==> config.mk <==
export PLATFORM = sky130hd
export DESIGN_NAME = slow_clock_pwm_timer
export DESIGN_NICKNAME = d
export VERILOG_FILES = /design/src/rtl/slow_timer_pkg.sv /design/src/rtl/magnitude_compare.sv /design/src/rtl/slow_clock_divider.sv /design/src/rtl/slow_clock_pwm_timer.sv
export VERILOG_INCLUDE_DIRS = /design/src /design/src/rtl
export SDC_FILE = /design/constraint.sdc
export NUM_CORES = 1
export LEC_CHECK = 0
export BUFFER_PORTS_ARGS = -buffer_cell sky130_fd_sc_hd__buf_2
export CORE_MARGIN = 2
export CORE_UTILIZATION = 58
export CTS_BUF_LIST = sky130_fd_sc_hd__clkbuf_16
export CTS_CLUSTER_SIZE = 16
export DETAILED_ROUTE_END_ITERATION = 8
export PLACE_DENSITY = 0.87
export SYNTH_ARGS = -nofsm -noshare
export SYNTH_HDL_FRONTEND = slang
export SYNTH_SLANG_ARGS = --single-unit
export TNS_END_PERCENT = 1
==> constraint.sdc <==
create_clock -name mclk -period 8.6 [get_ports mclk]
set_clock_uncertainty 0.2 [all_clocks]
set_input_delay 1.29 -clock mclk [delete_from_list [all_inputs] [get_ports mclk]]
set_output_delay 1.29 -clock mclk [all_outputs]
set_load 0.01 [all_outputs]
==> src/rtl/slow_timer_defines.svh <==
// constants for the slow-clock pwm timer: register indexes, field positions, reset values
// assumes byte address = 4 * register index on a 32-bit apb bus
`ifndef SLOW_TIMER_DEFINES_SVH
`define SLOW_TIMER_DEFINES_SVH

// ************************************************************
// register indexes
// ************************************************************
`define IDX_SLOW_TIMER_CLOCK_CONTROL 16'h5065
`define IDX_TIMER_CONTROL            16'h50c0
`define IDX_COUNTER_VALUE            16'h50c1
`define IDX_COMPARE_VALUE            16'h50c2
`define IDX_INTERRUPT_MASK           16'h50c3
`define IDX_INTERRUPT_FLAG           16'h50c4
`define IDX_PWM_DUTY_VALUE           16'h50c5

// ************************************************************
// field positions
// ************************************************************
`define BIT_CLOCK_FEED_ENABLE 0
`define LSB_CLOCK_DIVIDE_SEL  1
`define MSB_CLOCK_DIVIDE_SEL  3
`define BIT_RUN_STOP          0
`define BIT_COUNT_MODE        1
`define BIT_COUNTER_CLEAR     4
`define BIT_MATCH_IRQ_ENABLE  0
`define BIT_MATCH_IRQ_FLAG    0

// ************************************************************
// reset values and limits
// ************************************************************
`define RST_CLOCK_DIVIDE_SEL  3'h0
`define RST_COMPARE_VALUE     8'h00
`define RST_BYTE              8'h00
`define MAX_DIVIDE_SEL        3'h5

`endif

==> src/rtl/slow_timer_pkg.sv <==
// types shared by the slow-clock pwm timer files
// assumes nothing of its surroundings
package slow_timer_pkg;

    // ************************************************************
    // register select
    // ************************************************************
    typedef enum {
        SEL_NONE,
        SEL_CLOCK_CONTROL,
        SEL_TIMER_CONTROL,
        SEL_COUNTER_VALUE,
        SEL_COMPARE_VALUE,
        SEL_INTERRUPT_MASK,
        SEL_INTERRUPT_FLAG,
        SEL_PWM_DUTY_VALUE
    } reg_sel_type;

endpackage

==> src/rtl/magnitude_compare.sv <==
// equality and greater-than compare of two unsigned words
// assumes purely combinational use
`timescale 1ns/1ps

module magnitude_compare #(
    parameter int W = 8
) (
    input  wire logic [W-1:0] a,
    input  wire logic [W-1:0] b,
    output logic              eq,
    output logic              gt
);

    assign eq = (a == b);
    assign gt = (a > b);

endmodule

==> src/rtl/slow_clock_divider.sv <==
// divides the slow oscillator tick train by 1..32 and gates it with the feed enable
// assumes osc_tick is a one-cycle pulse per oscillator period, synchronous to mclk
`timescale 1ns/1ps

module slow_clock_divider
    import slow_timer_pkg::*;
#(
    parameter int DW = 5
) (
    input  wire logic       mclk,
    input  wire logic       rst_n,
    input  wire logic       clk_en,
    input  wire logic       osc_tick,
    input  wire logic [2:0] clock_divide_select,
    input  wire logic       clock_feed_enable,
    output logic            div_tick
);
`include "slow_timer_defines.svh"

    logic [DW-1:0] pre_q;
    logic [DW-1:0] pre_d;
    logic          tick_q;
    logic          tick_d;
    logic [DW-1:0] limit;

    // ************************************************************
    // prescaler
    // ************************************************************
    always_comb begin
        limit  = DW'((32'h1 << clock_divide_select) - 32'h1);
        pre_d  = pre_q;
        tick_d = 1'b0;
        // reserved codes stop the feed rather than guess a ratio
        if (clock_feed_enable && osc_tick && clock_divide_select <= `MAX_DIVIDE_SEL) begin
            if (pre_q >= limit) begin
                pre_d  = '0;
                tick_d = 1'b1;
            end else begin
                pre_d = pre_q + DW'(1);
            end
        end
    end

    always_ff @(posedge mclk) begin
        if (!rst_n) begin
            pre_q  <= '0;
            tick_q <= 1'b0;
        end else if (clk_en) begin
            pre_q  <= pre_d;
            tick_q <= tick_d;
        end
    end

    assign div_tick = tick_q;

endmodule

==> src/rtl/slow_clock_pwm_timer.sv <==
// 8-bit up-counting compare/pwm timer on a divided slow oscillator, apb register slave
// assumes apb master on mclk; osc_tick synchronous pulse; irq consumer elsewhere
//
// Behaviour
// - divide select 0..5 gives 1 to 32
// - feed enable gates divided clock, default off
// - writing one to clear bit zeroes counter
// - count equals compare clears counter, signals match
// - compare value resets to zero
// - match period is compare plus one
// - run bit starts, zero halts counting
// - halted counter keeps its value
// - run with clear: clear then count
// - one-shot stops at match, repeat continues
// - match sets interrupt flag bit zero
// - request only when flag and enable set
// - pwm high above duty, low at match
// - duty above compare holds pwm low
// - reserved bits read zero, written zero
//
// The APB interface to the registers was chosen for this implementation.
`timescale 1ns/1ps

module slow_clock_pwm_timer
    import slow_timer_pkg::*;
#(
    parameter int AW = 18
) (
    input  wire logic          mclk,
    input  wire logic          rst_n,
    input  wire logic          clk_en,
    input  wire logic          osc_tick,
    input  wire logic          psel,
    input  wire logic          penable,
    input  wire logic          pwrite,
    input  wire logic [AW-1:0] paddr,
    input  wire logic [31:0]   pwdata,
    output logic [31:0]        prdata,
    output logic               pready,
    output logic               pslverr,
    output logic               timer_irq,
    output logic               pwm_output_pin
);
`include "slow_timer_defines.svh"

    // ************************************************************
    // state
    // ************************************************************
    logic [2:0]  div_sel_q;
    logic [2:0]  div_sel_d;
    logic        feed_en_q;
    logic        feed_en_d;
    logic        run_q;
    logic        run_d;
    logic        mode_q;
    logic        mode_d;
    logic [7:0]  cnt_q;
    logic [7:0]  cnt_d;
    logic [7:0]  cmp_q;
    logic [7:0]  cmp_d;
    logic [7:0]  duty_q;
    logic [7:0]  duty_d;
    logic        ie_q;
    logic        ie_d;
    logic        flag_q;
    logic        flag_d;
    logic        pwm_q;
    logic        pwm_d;
    logic [7:0]  rdata_q;
    logic [7:0]  rdata_d;

    reg_sel_type sel;
    logic        setup;
    logic        access_wr;
    logic        wr_ctl;
    logic        clr_wr;
    logic        div_tick;
    logic        tick;
    logic        cmp_eq;
    logic        duty_gt;
    logic        match;

    // ************************************************************
    // apb decode
    // ************************************************************
    function automatic reg_sel_type decode(input logic [AW-1:0] a);
        reg_sel_type s;
        s = SEL_NONE;
        if (a[1:0] == 2'h0) begin
            case (a[AW-1:2])
                (AW-2)'(`IDX_SLOW_TIMER_CLOCK_CONTROL): s = SEL_CLOCK_CONTROL;
                (AW-2)'(`IDX_TIMER_CONTROL):            s = SEL_TIMER_CONTROL;
                (AW-2)'(`IDX_COUNTER_VALUE):            s = SEL_COUNTER_VALUE;
                (AW-2)'(`IDX_COMPARE_VALUE):            s = SEL_COMPARE_VALUE;
                (AW-2)'(`IDX_INTERRUPT_MASK):           s = SEL_INTERRUPT_MASK;
                (AW-2)'(`IDX_INTERRUPT_FLAG):           s = SEL_INTERRUPT_FLAG;
                (AW-2)'(`IDX_PWM_DUTY_VALUE):           s = SEL_PWM_DUTY_VALUE;
                default:                                s = SEL_NONE;
            endcase
        end
        return s;
    endfunction

    assign sel       = decode(paddr);
    assign setup     = psel && !penable;
    // read data is latched in setup, so access completes in its first cycle with clk_en high
    assign pready    = psel && penable && clk_en;
    assign pslverr   = pready && (sel == SEL_NONE);
    assign access_wr = pready && pwrite;
    assign wr_ctl    = access_wr && (sel == SEL_TIMER_CONTROL);
    assign clr_wr    = wr_ctl && pwdata[`BIT_COUNTER_CLEAR];
    assign prdata    = {24'h000000, rdata_q};

    // ************************************************************
    // count clock and comparators
    // ************************************************************
    // prescaler phase runs on while halted, so a restart may gain one tick
    slow_clock_divider #(
        .DW (5)
    ) u_divider (
        .mclk                (mclk),
        .rst_n               (rst_n),
        .clk_en              (clk_en),
        .osc_tick            (osc_tick),
        .clock_divide_select (div_sel_q),
        .clock_feed_enable   (feed_en_q),
        .div_tick            (div_tick)
    );

    magnitude_compare #(
        .W (8)
    ) u_cmp_match (
        .a  (cnt_q),
        .b  (cmp_q),
        .eq (cmp_eq),
        .gt ()
    );

    magnitude_compare #(
        .W (8)
    ) u_cmp_duty (
        .a  (cnt_d),
        .b  (duty_q),
        .eq (),
        .gt (duty_gt)
    );

    assign tick  = div_tick && run_q;
    // a clear in the same cycle wins over the match
    assign match = tick && cmp_eq && !clr_wr;

    // ************************************************************
    // next state
    // ************************************************************
    always_comb begin
        div_sel_d = div_sel_q;
        feed_en_d = feed_en_q;
        run_d     = run_q;
        mode_d    = mode_q;
        cnt_d     = cnt_q;
        cmp_d     = cmp_q;
        duty_d    = duty_q;
        ie_d      = ie_q;
        flag_d    = flag_q;
        rdata_d   = rdata_q;

        if (access_wr) begin
            case (sel)
                SEL_CLOCK_CONTROL: begin
                    div_sel_d = pwdata[`MSB_CLOCK_DIVIDE_SEL:`LSB_CLOCK_DIVIDE_SEL];
                    feed_en_d = pwdata[`BIT_CLOCK_FEED_ENABLE];
                end
                SEL_TIMER_CONTROL: begin
                    mode_d = pwdata[`BIT_COUNT_MODE];
                end
                SEL_COMPARE_VALUE:  cmp_d  = pwdata[7:0];
                SEL_INTERRUPT_MASK: ie_d   = pwdata[`BIT_MATCH_IRQ_ENABLE];
                SEL_PWM_DUTY_VALUE: duty_d = pwdata[7:0];
                default: ;
            endcase
        end

        // counter
        // limitation: compare lowered below the count waits for the wrap
        if (clr_wr) begin
            cnt_d = 8'h00;
        end else if (match) begin
            cnt_d = 8'h00;
        end else if (tick) begin
            cnt_d = cnt_q + 8'h01;
        end

        // run bit: software write beats the one-shot stop
        if (wr_ctl) begin
            run_d = pwdata[`BIT_RUN_STOP];
        end else if (match && mode_q) begin
            run_d = 1'b0;
        end

        // flag: set wins over a write-one clear
        if (match) begin
            flag_d = 1'b1;
        end else if (access_wr && sel == SEL_INTERRUPT_FLAG && pwdata[`BIT_MATCH_IRQ_FLAG]) begin
            flag_d = 1'b0;
        end

        // pwm: compare bound keeps duty above compare low
        // duty is tested on the next count so pin and counter move together
        pwm_d = duty_gt && (duty_q < cmp_q);

        if (setup) begin
            case (sel)
                SEL_CLOCK_CONTROL:  rdata_d = {4'h0, div_sel_q, feed_en_q};
                SEL_TIMER_CONTROL:  rdata_d = {6'h00, mode_q, run_q};
                SEL_COUNTER_VALUE:  rdata_d = cnt_q;
                SEL_COMPARE_VALUE:  rdata_d = cmp_q;
                SEL_INTERRUPT_MASK: rdata_d = {7'h00, ie_q};
                SEL_INTERRUPT_FLAG: rdata_d = {7'h00, flag_q};
                SEL_PWM_DUTY_VALUE: rdata_d = duty_q;
                default:            rdata_d = 8'h00;
            endcase
        end
    end

    // ************************************************************
    // registers
    // ************************************************************
    always_ff @(posedge mclk) begin
        if (!rst_n) begin
            div_sel_q <= `RST_CLOCK_DIVIDE_SEL;
            feed_en_q <= 1'b0;
            run_q     <= 1'b0;
            mode_q    <= 1'b0;
            cnt_q     <= `RST_BYTE;
            cmp_q     <= `RST_COMPARE_VALUE;
            duty_q    <= `RST_BYTE;
            ie_q      <= 1'b0;
            flag_q    <= 1'b0;
            pwm_q     <= 1'b0;
            rdata_q   <= `RST_BYTE;
        end else if (clk_en) begin
            div_sel_q <= div_sel_d;
            feed_en_q <= feed_en_d;
            run_q     <= run_d;
            mode_q    <= mode_d;
            cnt_q     <= cnt_d;
            cmp_q     <= cmp_d;
            duty_q    <= duty_d;
            ie_q      <= ie_d;
            flag_q    <= flag_d;
            pwm_q     <= pwm_d;
            rdata_q   <= rdata_d;
        end
    end

    assign timer_irq      = flag_q && ie_q;
    assign pwm_output_pin = pwm_q;
endmodule

==> flow_summary.toml <==
[clock_tree]
clock_latency_ps = 290
clockRootBuffer = "clkbuf_16"
clock_sinks = 47
h-tree-depth = 2
cts_tree = "yes"
clk_pin_slew_ps = 60
ctsHoldBuffers = 0
cts_buffers = 5
cts_setup_buffers = 0
cts_resized = 0
cts_buffer_depth = 2

[synthesis]
synth_area_sq_um = 3443
synth_compound_area_share_pct = 16.53
async_flop_share_pct = 0
yosys.area_share.xor_xnor_pct = 4.578
ys_seq_area_share_pct = 27.33
yosys_warnings = 0
synth_flop_cell = "dfxtp_1"
synthMuxAreaShare_pct = 7.922
synthDistinctLibCells = 57
synth_seq_cells = 47
syn_avg_cell_area_sq_um = 8.008
synth_top_family_by_area = "simple AND/OR/NAND/NOR gates"
yosys.area_share.adder_pct = 8.358
yosys.area_share.simple_pct = 25.69
synth_edf_count = 0
syn_inst = 430

[layout]
multiInputGateArea_sq_um = 2262
syn_to_final_growth_pct = 9.920
fin_nets = 543
layout_common_cells = "dfxtp_1, buf_2, nor2_1"
layout-drive-gt1-share_pct = 14.44
fill_cells = 476
postLayoutCoreUtil_pct = 65.08
layout_commonest_cell = "dfxtp_1"
antenna_cells = 0
area.sequential_sq_um = 940.9

[setup_path]
crit_path_start = "paddr[11]"
critPathArrivalTime_ps = 4410
r2r_slack_ps = 4890
timing.rr.start = "cnt_q[4]"
setup.worst_path.end_class = "register"
worstSetupStartpointType = "input pin"
required_ps = 8550
reg2regPathDepth = 12
rr_endpoint = "pwm_output_pin"
worstSetupPathType = "in -> reg"
critPathCapture = "pwm_output_pin"
path_max_fanout = 16

[pwr]
p_comb_share_pct = 6.8
powerDensity_nw_per_um2 = 132.5
swShare_pct = 21.64
p_int_mw = 0.3929
pwr-share-seq_pct = 43.4
leakagePower_nw = 1.456
p_clk_share_pct = 49.8
p_switching_mw = 0.1085
ir_worst_vdd_mv = 0.1026

[grt]
grt_pass1_vias = 3048
grt_pass1_wl_microns = 14140
grt_usage_pct = 27.72
grt_overflow = 0
antenna_found_initial = 0
grt_max_degree = 32

[floorplanning]
core_sq_um = 5816
die-area_sq_um = 6569
die_h_microns = 81.05
fp-row-count = 28
die_x_microns = 81.05
start_util_pct = 59.21
ioPinCount = 93

[timing]
drv_slew = 0
fin_crit_ps = 4453
finalHoldViolCount = 0
fmax_ghz = 0.2246
rsz0062_at_grt = "no"
finalSetupViolCount = 0
slew_headroom_pct = 37.01
tightest_slew_ps = 943.8
period_share_pct = 51.78
setup_tns_ps = 0

[placed_design]
io_buffers = 44
gp_congestion = 0.9259
post-dp-hpwl_microns = 6324

[status]
status = "complete, no violations"

[routing]
wirelength_microns = 8687
wl_per_cell_microns = 16.12
avgViaCountPerCell = 6.085
drtIter0Drc = 401
drtPass1Iterations = 7
drc_errors = 0
detail-route-antenna-nets = 0
vias = 3280

[run]
maxCapViolations = 0

[worst_hold_path]
min_path_type = "reg -> reg"
## logic make-up (layout without fill, tap and decap cells)
family | Yosys count | after routing
buf+inv | 62 | 73
flops | 47 | 47
xor+xnor | 18 | 18
fa+ha+maj | 23 | 23
simple gates | 163 | 163
compound gates | 89 | 89
mux | 27 | 27
other cells | 1 | 24
## sequential cells by signal (all words and copies together) (netlist names), 3 cells and up
register,count
cmp_q,8
cnt_q,8
div_sel_q,3
duty_q,8
rdata_q,8
u_divider.pre_q,5
## power by group through the flow
stage | clock network [mW] | registers (mW) | logic, mW
6_report | 0.250 | 0.218 | 0.0342
5_1_grt | 0.260 | 0.217 | 0.0378
4_1_cts | 0.250 | 0.218 | 0.0332
3_5_place_dp | 0 | 0.223 | 0.0330
3_3_place_gp | 0 | 0.223 | 0.0318
2_1_floorplan | 0 | 0.223 | 0.0271
## worst min path at each step
stage | end | start | depth (start not counted)
after floorplan | flag_q | flag_q | 2
after global placement | rdata_q[4] | rdata_q[4] | 2
after detailed placement | rdata_q[6] | rdata_q[6] | 2
after CTS | rdata_q[6] | rdata_q[6] | 2
after global routing | rdata_q[7] | rdata_q[7] | 2
final | rdata_q[6] | rdata_q[6] | 2
## final cells by class
class,instances,area share [%]
Timing Repair Buffer,44,5.818
Sequential cell,47,24.86
Multi-Input combinational cell,344,59.77
Inverter,21,2.083
Clock buffer,5,3.306
Tap cell,75,2.479
Clock inverter,3,1.686
## worst max-delay path: stages
cell and delay, ps:
buf_2 100, nor4_2 400, nand4_1 400, nor4_1 290, a21o_1 500, a21oi_1 120
ha_1 350, nor2b_1 150, o21a_1 160, o21ai_0 150, a21oi_1 90, o32ai_1 280
o22ai_1 130
## synthesized netlist by cell type, types with 6 or more instances
cell,instances,area [sq um]
nand2b_1,9,56.30
ha_1,23,287.8
nor2_1,41,153.9
dfxtp_1,47,940.9
nand3b_1,6,45.04
nand3_1,11,55.05
xnor2_1,12,105.1
a21oi_1,24,120.1
a21o_1,12,90.09
nand4_1,9,56.30
and3_1,6,37.54
clkbuf_1,14,52.55
nor3_1,7,35.03
buf_4,24,180.2
o21ai_0,21,105.1
inv_1,20,75.07
mux2i_1,25,250.2
nand2_1,40,150.1
xor2_1,6,52.55
## routing by layer
layer,track usage [%],up-vias,wire [microns]
met5,0,-,0
met4,13.39,0,339
met3,7.111,43,730
met2,45.45,178,4121
met1,33.79,1520,3496
li1,-,1539,-
## per-stage QoR
| stage | power (mW) | hold slack [ps] | cell area (sq um) | instances | setup WS, ps |
|---|---|---|---|---|---|
| after floorplan | 0.2496 | 247.5 | 3530 | 453 | 4503 |
| after global placement | 0.2543 | 227.8 | 3596 | 531 | 4102 |
| after detailed placement | 0.2555 | 237.1 | 3596 | 531 | 3988 |
| after CTS | 0.5011 | 252.3 | 3785 | 539 | 4195 |
| after global routing | 0.5155 | 278.5 | 3785 | 539 | 3937 |
| final | 0.5014 | 245.3 | 3785 | 539 | 4147 |
No activity file was read; power rests on OpenSTA's default activity.
